## src/hdl/uhie_defs.svh

```systemverilog
// Contract
// RQ1: Interrupt asserts when any enabled status source is active.
// RQ2: Status flags set regardless of their enable bits.
// RQ3: Async-advance enable bit 5 interrupts at next threshold.
// RQ4: System-error enable bit 4 interrupts immediately.
// RQ5: Rollover enable bit 3 interrupts immediately.
// RQ6: Port-change enable bit 2 interrupts immediately.
// RQ7: Transaction-error enable bit 1 interrupts at next threshold.
// RQ8: Transfer-done enable bit 0 interrupts at next threshold.
// RQ9: Software writes reserved bits as zero.
// RQ10: Frame index advances every 125 us while running.
// RQ11: Frame index is 14 bits, incremented each microframe.
// RQ12: Start-of-frame number is frame index bits 13 to 3.
// RQ13: List index is bits N to 3; eight microframes per entry.
// RQ14: List size 00b N=12, 01b N=11, 10b N=10, 11b reserved.
// RQ15: Software writes frame index only as full 32-bit access.
// RQ16: Frame index writes accepted only while halted flag set.
// RQ17: Software avoids frame index writes while run control set.
// RQ18: Accepted frame index write changes subsequent frame number.
// RQ19: Rollover flag set whenever the list index wraps to zero.
// RQ20: Frame index wraps from maximum to zero and continues.
`ifndef UHIE_DEFS_SVH
`define UHIE_DEFS_SVH

`define UHIE_OFS_INTR_EN 8'h28
`define UHIE_OFS_MICROFRAME_INDEX 8'h2C
`define UHIE_SRC_W 6
`define UHIE_IDX_W 14
`define UHIE_EN_MASK 32'h0000003F
`define UHIE_IDX_MASK 32'h00003FFF
`define UHIE_BIT_XFER 0
`define UHIE_BIT_XERR 1
`define UHIE_BIT_PORT 2
`define UHIE_BIT_ROLL 3
`define UHIE_BIT_SERR 4
`define UHIE_BIT_ASYNC 5
`define UHIE_THRESH_SRC 6'h23
`define UHIE_LS_1024 2'h0
`define UHIE_LS_512 2'h1
`define UHIE_LS_256 2'h2
`define UHIE_SOF_LSB 3
`define UHIE_UFRAME_NS 125000
`define UHIE_CLK_NS 10
`define UHIE_UFRAME_CYC (`UHIE_UFRAME_NS / `UHIE_CLK_NS)

`endif

```

## src/hdl/uhie_pkg.sv

```systemverilog
package uhie_pkg;
  typedef enum logic [1:0] {
    UHIE_LS_SZ_1024 = 2'h0,
    UHIE_LS_SZ_512 = 2'h1,
    UHIE_LS_SZ_256 = 2'h2,
    UHIE_LS_SZ_RSVD = 2'h3
  } uhie_list_size_t;
endpackage

```

## src/hdl/uhie_uframe_tick.sv

```systemverilog
`timescale 1ns/1ps
`default_nettype none
`include "uhie_defs.svh"
module uhie_uframe_tick #(
  parameter int unsigned CYCLES = `UHIE_UFRAME_CYC
) (
  input wire logic clk_i,
  input wire logic rst_n_i,
  input wire logic run_i,
  output logic tick_o
);
  logic [31:0] cnt_reg;
  logic [31:0] cnt_next;
  wire last_w = (cnt_reg == 32'(CYCLES - 1));

  // Restart while stopped so the first microframe is full length
  assign cnt_next = !run_i ? 32'h00000000 :
                    last_w ? 32'h00000000 : cnt_reg + 32'h00000001;
  assign tick_o = run_i && last_w;

  always_ff @(posedge clk_i or negedge rst_n_i) begin
    if (!rst_n_i) begin
      cnt_reg <= 32'h00000000;
    end else begin
      cnt_reg <= cnt_next;
    end
  end
endmodule
`default_nettype wire

```

## src/hdl/uhie_regs.sv

```systemverilog
`timescale 1ns/1ps
`default_nettype none
`include "uhie_defs.svh"
module uhie_regs #(
  parameter int unsigned UFRAME_CYCLES = `UHIE_UFRAME_CYC
) (
  input wire logic clk_i,
  input wire logic rst_n_i,
  input wire logic [7:0] reg_addr_i,
  input wire logic reg_wr_i,
  input wire logic reg_rd_i,
  input wire logic [31:0] reg_wdata_i,
  output logic [31:0] reg_rdata_o,
  input wire logic run_control_i,
  input wire logic halted_flag_i,
  input wire logic [1:0] list_size_select_i,
  input wire logic threshold_i,
  input wire logic [5:0] status_flags_i,
  output logic rollover_set_o,
  output logic irq_o,
  output logic [13:0] microframe_index_o,
  output logic [10:0] sof_frame_number_o,
  output logic [9:0] list_index_o
);
  logic [`UHIE_SRC_W-1:0] intr_en_reg;
  logic [`UHIE_IDX_W-1:0] index_reg;
  logic [`UHIE_IDX_W-1:0] index_next;
  logic [31:0] rdata_reg;
  logic [31:0] rdata_next;
  logic irq_reg;
  logic rollover_reg;
  logic rollover_next;
  logic tick_w;

  uhie_uframe_tick #(
    .CYCLES(UFRAME_CYCLES)
  ) u_tick (
    .clk_i(clk_i),
    .rst_n_i(rst_n_i),
    .run_i(run_control_i),
    .tick_o(tick_w)
  );

  wire sel_en_w = (reg_addr_i == `UHIE_OFS_INTR_EN);
  wire sel_idx_w = (reg_addr_i == `UHIE_OFS_MICROFRAME_INDEX);
  wire wr_en_w = reg_wr_i && sel_en_w;
  // RQ16 halted gate
  wire wr_idx_w = reg_wr_i && sel_idx_w && halted_flag_i;

  // RQ10 RQ11 RQ20 counting
  wire [`UHIE_IDX_W-1:0] inc_w = index_reg + 14'h0001;

  // RQ18 write loads counter
  assign index_next = wr_idx_w ?
                      reg_wdata_i[`UHIE_IDX_W-1:0] :
                      (tick_w ? inc_w : index_reg);

  // RQ14 wrap bit select
  logic wrap_bit_w;
  always_comb begin
    case (uhie_pkg::uhie_list_size_t'(list_size_select_i))
      uhie_pkg::UHIE_LS_SZ_1024: wrap_bit_w = index_reg[13] != inc_w[13];
      uhie_pkg::UHIE_LS_SZ_512: wrap_bit_w = index_reg[12] != inc_w[12];
      uhie_pkg::UHIE_LS_SZ_256: wrap_bit_w = index_reg[11] != inc_w[11];
      default: wrap_bit_w = 1'b0;
    endcase
  end

  // RQ19 rollover pulse
  assign rollover_next = tick_w && wrap_bit_w && !wr_idx_w;
  assign rollover_set_o = rollover_reg;

  // RQ12 frame number
  assign sof_frame_number_o = index_reg[13:`UHIE_SOF_LSB];
  assign microframe_index_o = index_reg;

  // RQ13 RQ14 list index
  assign list_index_o =
    (list_size_select_i == `UHIE_LS_1024) ? index_reg[12:3] :
    (list_size_select_i == `UHIE_LS_512) ? {1'b0, index_reg[11:3]} :
    (list_size_select_i == `UHIE_LS_256) ? {2'b00, index_reg[10:3]} :
    10'h000;

  // RQ1 RQ3 RQ7 RQ8 threshold-gated sources
  wire [5:0] active_w = status_flags_i & intr_en_reg;
  wire thr_pend_w = |(active_w & `UHIE_THRESH_SRC);
  // RQ4 RQ5 RQ6 immediate sources
  wire now_pend_w = |(active_w & ~`UHIE_THRESH_SRC);
  // RQ2 flags stay pollable
  wire irq_next_w = now_pend_w || (thr_pend_w && (threshold_i || irq_reg));
  assign irq_o = irq_reg;

  assign rdata_next =
    sel_en_w ? (32'(intr_en_reg) & `UHIE_EN_MASK) :
    sel_idx_w ? (32'(index_reg) & `UHIE_IDX_MASK) : 32'h00000000;
  assign reg_rdata_o = rdata_reg;

  always_ff @(posedge clk_i or negedge rst_n_i) begin
    if (!rst_n_i) begin
      intr_en_reg <= 6'h00;
      index_reg <= 14'h0000;
      irq_reg <= 1'b0;
      rollover_reg <= 1'b0;
      rdata_reg <= 32'h00000000;
    end else begin
      if (wr_en_w) begin
        intr_en_reg <= reg_wdata_i[`UHIE_SRC_W-1:0];
      end
      index_reg <= index_next;
      irq_reg <= irq_next_w;
      rollover_reg <= rollover_next;
      if (reg_rd_i) begin
        rdata_reg <= rdata_next;
      end
    end
  end
endmodule
`default_nettype wire

```

## config.mk

```make
export PLATFORM = sky130hd
export DESIGN_NAME = uhie_regs
export DESIGN_NICKNAME = d
export VERILOG_FILES = /design/src/hdl/uhie_pkg.sv /design/src/hdl/uhie_uframe_tick.sv /design/src/hdl/uhie_regs.sv
export VERILOG_INCLUDE_DIRS = /design/src /design/src/hdl
export SDC_FILE = /design/constraint.sdc
export NUM_CORES = 1
export LEC_CHECK = 0
export BUFFER_PORTS_ARGS = -buffer_cell sky130_fd_sc_hd__buf_2
export CAP_MARGIN = 20
export CORE_MARGIN = 10
export CORE_UTILIZATION = 39
export CTS_CLUSTER_DIAMETER = 150
export CTS_CLUSTER_SIZE = 16
export DETAILED_ROUTE_END_ITERATION = 10
export GPL_TIMING_DRIVEN = 0
export PLACE_DENSITY = 0.67
export REMOVE_ABC_BUFFERS = 1
export SYNTH_ARGS = -nofsm -noshare
export SYNTH_HDL_FRONTEND = slang
export SYNTH_SLANG_ARGS = --single-unit
```

## constraint.sdc

```tcl
create_clock -name clk_i -period 2.2 [get_ports clk_i]
set_input_delay 0.22 -clock clk_i [delete_from_list [all_inputs] [get_ports clk_i]]
set_output_delay 0.22 -clock clk_i [all_outputs]
set_load 0.03 [all_outputs]
```

==> reports/qor.yml, run 1 <==
core-area_um2: 9280
syn_area_um2: 3730
path_cells: "nor4_1 -> nand4_1 -> buf_4 -> buf_4 -> nor4_1 -> xnor2_1 -> o21ai_0"
avgSynthCellArea_um2: 9.23
crit_path_max_fanout: 6
initial_utilization_pct: 40.2
worst_hold_slack_ns: -0.0215
cts_num_sinks: 68
ant_nets: 0
fin_util_pct: 48.1
hpwlAfterDp_mm: 6.65
ys_seq_area_share_pct: 45.6
vias: 3149
r2r_slack_ns: 0.08
maxSlewHeadroom_pct: 36.2
final_common_cell: "buf_2"
setup.worst_path.start_class: "flop"
dpl_worst_slack_ns: -0.745
placed_cell_area_um2: 4140
diodes: 0
outcome: "complete, but fails checks"
layout_setup_ws_ns: 0.0841
portBuffers: 87
failed_checks: "negative hold slack"
rsz0062_at_grt: "no"
hold_class: "in -> async"
p_leak_nw: 1.96
grt_pass1_vias: 3378
die_area_um2: 13900
synth_warnings: 0
r2r_cells: 7
cts.clk_slew.worst_paths_ns: 0.08
die_h_um: 118
nets: 542
die_x_um: 118
area_growth_syn_to_layout_pct: 19.8
cts_buffers: 9
max_stage_delay_ns: 0.44
skew_ns: 0.00992
setup_viol: 0
n_fill_cell: 916
end_kind: "flop"
fin_crit_ns: 2.12
routabilityCongestion: 0.800
firstDrtPassIters: 4
p_per_area_nw_per_um2: 589
slowest_stage: "dfrtp_1"
design_area_um2: 4470
layout_common_cells: "buf_2, dfrtp_1, nor2_1"
largest_register_ffs: 32
fp-row-count: 35
seqCellArea_um2: 1700
synthCells: 404
worstPathRequired_ns: 2.38
finalMaxSlewViolations: 0
via_per_inst: 5.10
r2r-start: "u_tick.cnt_reg[17]$_DFF_PN0_"
track_usage_pct: 13.1
avgRoutedWirePerCell_um: 15.1
synth-seq-cells: 68
crit_type: "reg -> reg"
drive_gt1_share_pct: 28.0
cts_tree: "done"
cts_root_buf: "clkbuf_8"
pin_count: 124
drv_cap: 0
irDropWorstVdd_mv: 0.285
fin_crit_sh_pct: 96.2
final-hold-violation-count: 21
grt_antenna_before_repair: 0
drcViolationCount: 0
drt_iter0_drc: 115
clkLatencyLatePin_ns: 0.34
worst_pin_slew_ns: 0.958
r2r_end: "microframe_index_o[7]$_DFFE_PN0P_"
finalWirelength_mm: 9.34
clockBufferDepth: 2
max_freq_mhz: 473
htreeDepth: 3
grt_max_degree: 69
cp.arrival_ns: 2.29
multi_input_area_um2: 1810
grt_overflow: 0
grt_pass1_wl_mm: 15.6
cts-hold-fix-buffers: 0
ys_types: 42
-- where the power goes --
part	internal (mW)	total (mW)	leakage [nW]	switching, mW
Combinational	0.0929	0.319	0.948	0.226
Clock	0.542	0.995	0.0979	0.453
Sequential	1.28	1.32	0.916	0.0367
-- worst max-delay path by stage --
stage | from | to | slack (ns)
finish | u_tick.cnt_reg[17]$_DFF_PN0_ | microframe_index_o[7]$_DFFE_PN0P_ | 0.08
global route | reg_addr_i[4] | microframe_index_o[13]$_DFFE_PN0P_ | 0.001
CTS | u_tick.cnt_reg[0]$_DFF_PN0_ | microframe_index_o[1]$_DFFE_PN0P_ | -0.02
detailed placement | u_tick.cnt_reg[0]$_DFF_PN0_ | microframe_index_o[1]$_DFFE_PN0P_ | -0.74
global placement | u_tick.cnt_reg[0]$_DFF_PN0_ | u_tick.cnt_reg[26]$_DFF_PN0_ | -1.61
floorplan | u_tick.cnt_reg[0]$_DFF_PN0_ | u_tick.cnt_reg[10]$_DFF_PN0_ | -0.63
-- timing repair --
action                     4_1_cts  5_1_grt
setup endpoints to repair       47       38
gates resized for setup          3        6
pin swaps                        2        2
buffers inserted                 8        4
-- Yosys cell counts --
cell type	n	share of area, %
nor3_1	6	0.81
nor3_2	1	0.27
nor2_1	37	3.7
nand3_1	22	3.0
buf_2	1	0.13
o31ai_1	1	0.20
or3_4	1	0.30
or4_1	1	0.20
nor2b_1	1	0.17
conb_1	1	0.10
nor4_1	22	3.7
or4_4	1	0.30
a21oi_1	10	1.3
dfrtp_1	68	46
o21ai_1	9	1.2
o21ai_0	20	2.7
xor2_1	10	2.3
a21oi_2	1	0.23
nor3b_1	2	0.40
clkbuf_1	14	1.4
nand2_1	33	3.3
or3_1	5	0.84
or2_2	2	0.34
inv_1	12	1.2
mux2i_1	1	0.27
a222oi_1	2	0.54
buf_4	29	5.8
nor4b_1	1	0.23
nor4bb_1	1	0.27
buf_1	3	0.30
nand3_2	1	0.27
and4_1	9	2.1
nand2b_1	1	0.17
mux2_2	8	2.4
a2111oi_0	1	0.23
xnor2_1	27	6.3
and4_4	1	0.30
and3_1	6	1.0
ha_1	2	0.67
a22oi_1	6	1.2
and2_1	13	2.2
nand4_1	11	1.8
-- cell type report --
cell class | count | share of cell area, %
Clock buffer | 10 | 3.08
Tap cell | 129 | 3.61
Clock inverter | 5 | 1.18
Timing Repair Buffer | 100 | 12.4
Multi-Input combinational cell | 294 | 40.6
Sequential cell | 68 | 38.1
Inverter | 12 | 1.01
-- stage by stage --
| step | setup TNS (ns) | power [mW] | std cells |
|---|---|---|---|
| 6_report | 0 | 2.63 | 618 |
| 2_1_floorplan | -20.04 | 1.52 | 374 |
| 3_5_place_dp | -24.23 | 1.66 | 591 |
| 5_1_grt | 0 | 2.76 | 618 |
| 3_3_place_gp | -56.30 | 1.65 | 590 |
| 4_1_cts | -0.0194 | 2.66 | 614 |
-- kinds of logic (layout without fill, tap and decap cells) --
| kind of cell | count (synthesis) | in the layout | synth area share [%] |
|---|---|---|---|
| simple gates | 178 | 178 | 25.7 |
| flops | 68 | 68 | 45.6 |
| buf+inv | 59 | 127 | 8.89 |
| compound gates | 50 | 50 | 7.65 |
| xor+xnor | 37 | 37 | 8.69 |
| mux | 9 | 9 | 2.68 |
| fa+ha+maj | 2 | 2 | 0.671 |
| other cells | 1 | 18 | 0.101 |
-- metal layers --
metal / GRT usage, % / up-vias / part of all wire (%)
met5: 0 / - / 0
li1: - / 1527 / -
met4: 4.25 / 0 / 0.63
met3: 4.75 / 7 / 7.6
met2: 21.0 / 112 / 47
met1: 16.0 / 1503 / 44
-- worst max-delay path: cells and delay by family, from the launching register on --
kind	cells	cell delay (ns)
compound gates	1	0.08
flops	1	0.44
xor+xnor	1	0.16
simple gates	3	0.91
buf+inv	2	0.36
Power figures use the tool's default switching activity.
==> inputs of run 2 (changes only) <==
--- a/config.mk
+++ b/config.mk
@@ -9,12 +9,12 @@
 export BUFFER_PORTS_ARGS = -buffer_cell sky130_fd_sc_hd__buf_2
 export CAP_MARGIN = 20
 export CORE_MARGIN = 10
-export CORE_UTILIZATION = 39
+export CORE_UTILIZATION = 45
 export CTS_CLUSTER_DIAMETER = 150
 export CTS_CLUSTER_SIZE = 16
 export DETAILED_ROUTE_END_ITERATION = 10
 export GPL_TIMING_DRIVEN = 0
-export PLACE_DENSITY = 0.67
+export PLACE_DENSITY = 0.75
 export REMOVE_ABC_BUFFERS = 1
 export SYNTH_ARGS = -nofsm -noshare
 export SYNTH_HDL_FRONTEND = slang
==> reports/qor.yml, run 2 (synthesized netlist as in run 1, its figures left out) <==
die_area_um2: 12300  # was 13,900 um2
grt_pass1_wl_mm: 15.2  # was 15.6 mm
grt_pass1_vias: 3152  # was 3,378
grt_max_degree: 69  # unchanged
p_leak_nw: 1.94  # was 1.96 nW
clockBufferDepth: 2  # unchanged
hpwlAfterDp_mm: 6.71  # was 6.65 mm
n_fill_cell: 714  # was 916
fin_tns_setup_ns: 0  # unchanged
path_cells: "nor4_1 -> nand4_1 -> buf_4 -> buf_4 -> nor4_1 -> xnor2_1 -> o21ai_1"  # was nor4_1 -> nand4_1 -> buf_4 -> buf_4 -> nor4_1 -> xnor2_1 -> o21ai_0
cts_tree: "done"  # unchanged
htreeDepth: 3  # unchanged
drcViolationCount: 0  # unchanged
hold_class: "in -> async"  # unchanged
finalWirelength_mm: 9.25  # was 9.34 mm
portBuffers: 87  # unchanged
cts-hold-fix-buffers: 0  # unchanged
initial_utilization_pct: 45.9  # was 40.2%
worst_hold_slack_ns: -0.0144  # was -0.0215 ns
drv_cap: 0  # unchanged
vias: 3162  # was 3,149
end_kind: "flop"  # unchanged
slowest_stage: "dfrtp_1"  # unchanged
die_h_um: 111  # was 118 um
p_seq_share_pct: 49.9  # was 50.1%
swShare_pct: 28.5  # was 27.2%
track_usage_pct: 14.5  # was 13.1%
grt_overflow: 0  # unchanged
finalMaxSlewViolations: 0  # unchanged
maxSlewHeadroom_pct: 35.4  # was 36.2%
diodes: 0  # unchanged
met1_length_mm: 3.95  # was 4.15 mm
cts_root_buf: "clkbuf_8"  # unchanged
drt_iter0_drc: 128  # was 115
avgRoutedWirePerCell_um: 15.6  # was 15.1 um
layout_common_cells: "buf_2, dfrtp_1, nor2_1"  # unchanged
ant_nets: 0  # unchanged
final-hold-violation-count: 41  # was 21
cts.clk_slew.worst_paths_ns: 0.08  # about the same
fin_crit_sh_pct: 96.4  # was 96.2%
met3WireLength_um: 649  # was 708 um
largest_register_ffs: 32  # unchanged
skew_ns: 0.0102  # was 0.00992 ns
setup.worst_path.start_class: "flop"  # unchanged
setup_viol: 0  # unchanged
clkPwrFrac_pct: 38.2  # was 37.8%
crit_path_max_fanout: 6  # unchanged
fin_crit_ns: 2.12  # about the same
power.switching_mw: 0.755  # was 0.716 mW
clkLatencyLatePin_ns: 0.35  # was 0.34 ns
outcome: "complete, but fails checks"  # unchanged
via_per_inst: 5.32  # was 5.10
max_stage_delay_ns: 0.45  # was 0.44 ns
grt_antenna_before_repair: 0  # unchanged
core-area_um2: 8130  # was 9280 um2
area_growth_syn_to_layout_pct: 18.9  # was 19.8%
power_frac_comb_pct: 11.9  # was 12.1%
failed_checks: "negative hold slack"  # unchanged
r2r_slack_ns: 0.08  # about the same
cts_num_sinks: 68  # unchanged
firstDrtPassIters: 4  # unchanged
max_freq_mhz: 471  # was 473 MHz
routabilityCongestion: 0.837  # was 0.800
nets: 541  # was 542
p_total_mw: 2.64  # was 2.63 mW
drive_gt1_share_pct: 28.2  # was 28.0%
worstPathRequired_ns: 2.40  # was 2.38 ns
irDropWorstVdd_mv: 0.373  # was 0.285 mV
die_x_um: 111  # was 118 um
fp-row-count: 33  # was 35
p_per_area_nw_per_um2: 596  # was 589 nW/um2
top_layer: "met4"  # unchanged
cts_buffers: 9  # unchanged
cp.arrival_ns: 2.32  # was 2.29 ns
final_common_cell: "buf_2"  # unchanged
pin_count: 124  # unchanged
p_int_mw: 1.89  # was 1.92 mW
crit_type: "reg -> reg"  # unchanged
wl_met2_mm: 4.52  # was 4.42 mm
worst_pin_slew_ns: 0.969  # was 0.958 ns
[run 2: changes by cell type in the layout (fill, tap and decap cells not counted), moves of 2 or more]
cell | previous run | this run
clkinvlp_4 | 1 | 4
clkinv_2 | 3 | 1
nor4_1 | 21 | 19
nor4_2 | 1 | 3
[run 2: worst max-delay path: cells and delay by family, from the launching register on]
| kind | cells | cell delay [ns] |
|---|---|---|
| AO/OA/AOI/OAI | 1 | 0.07 |
| AND/OR/NAND/NOR | 3 | 0.92 |
| buffers and inverters | 2 | 0.36 |
| XOR/XNOR | 1 | 0.17 |
| flip-flops | 1 | 0.45 |
[run 2: final cells by class]
class / instances / area [um2] / area share (%)
Sequential cell: 68 / 1700 / 38.4
Clock inverter: 6 / 65.1 / 1.47
Tap cell: 105 / 131 / 2.96
Clock buffer: 10 / 128 / 2.88
Timing Repair Buffer: 99 / 536 / 12.1
Inverter: 12 / 45.0 / 1.02
Multi-Input combinational cell: 294 / 1830 / 41.2
[run 2: repair_timing]
| item | CTS | global route |
|---|---|---|
| setup buffers | 9 | 2 |
| pin swaps | 3 | 2 |
| resized for setup | 3 | 9 |
| setup endpoints to repair | 47 | 34 |
[run 2: final timing paths]
| check | start | to | cells after the start |
|---|---|---|---|
| max in group asynchronous | rst_n_i | reg_rdata_o[3]$_DFFE_PN0P_ | 1 |
| min in group clk_i | reg_wdata_i[12] | microframe_index_o[12]$_DFFE_PN0P_ | 3 |
| setup / recovery | u_tick.cnt_reg[17]$_DFF_PN0_ | microframe_index_o[6]$_DFFE_PN0P_ | 7 |
| hold / removal | rst_n_i | u_tick.cnt_reg[27]$_DFF_PN0_ | 1 |
| setup reg to reg | u_tick.cnt_reg[17]$_DFF_PN0_ | microframe_index_o[6]$_DFFE_PN0P_ | 7 |
| hold reg to reg | u_tick.cnt_reg[0]$_DFF_PN0_ | u_tick.cnt_reg[0]$_DFF_PN0_ | 1 |
[run 2: metrics by stage]
step / setup WS (ns) / util [%] / instance area (um2) / std cells
floorplan: -0.631 / - / 3510 / 374
global placement: -1.55 / 50.1 / 4070 / 566
detailed placement: -0.683 / 50.3 / 4100 / 567
CTS: 0.00605 / 53.8 / 4370 / 592
global route: -0.0376 / 54.5 / 4430 / 594
finish: 0.0789 / 54.5 / 4430 / 594
[run 2: power groups by stage]
stage,combinational (mW),sequential [mW],clock [mW]
2_1_floorplan,0.121,1.40,0
3_3_place_gp,0.306,1.34,0
3_5_place_dp,0.314,1.34,0
4_1_cts,0.317,1.32,1.02
5_1_grt,0.341,1.33,1.09
6_report,0.315,1.32,1.01
[run 2: routing by layer]
| layer | vias to the layer above | track usage, % |
|---|---|---|
| li1 | 1528 | - |
| met1 | 1512 | 17.2 |
| met2 | 105 | 23.8 |
| met3 | 17 | 5.47 |
| met4 | 0 | 4.46 |
| met5 | - | 0 |
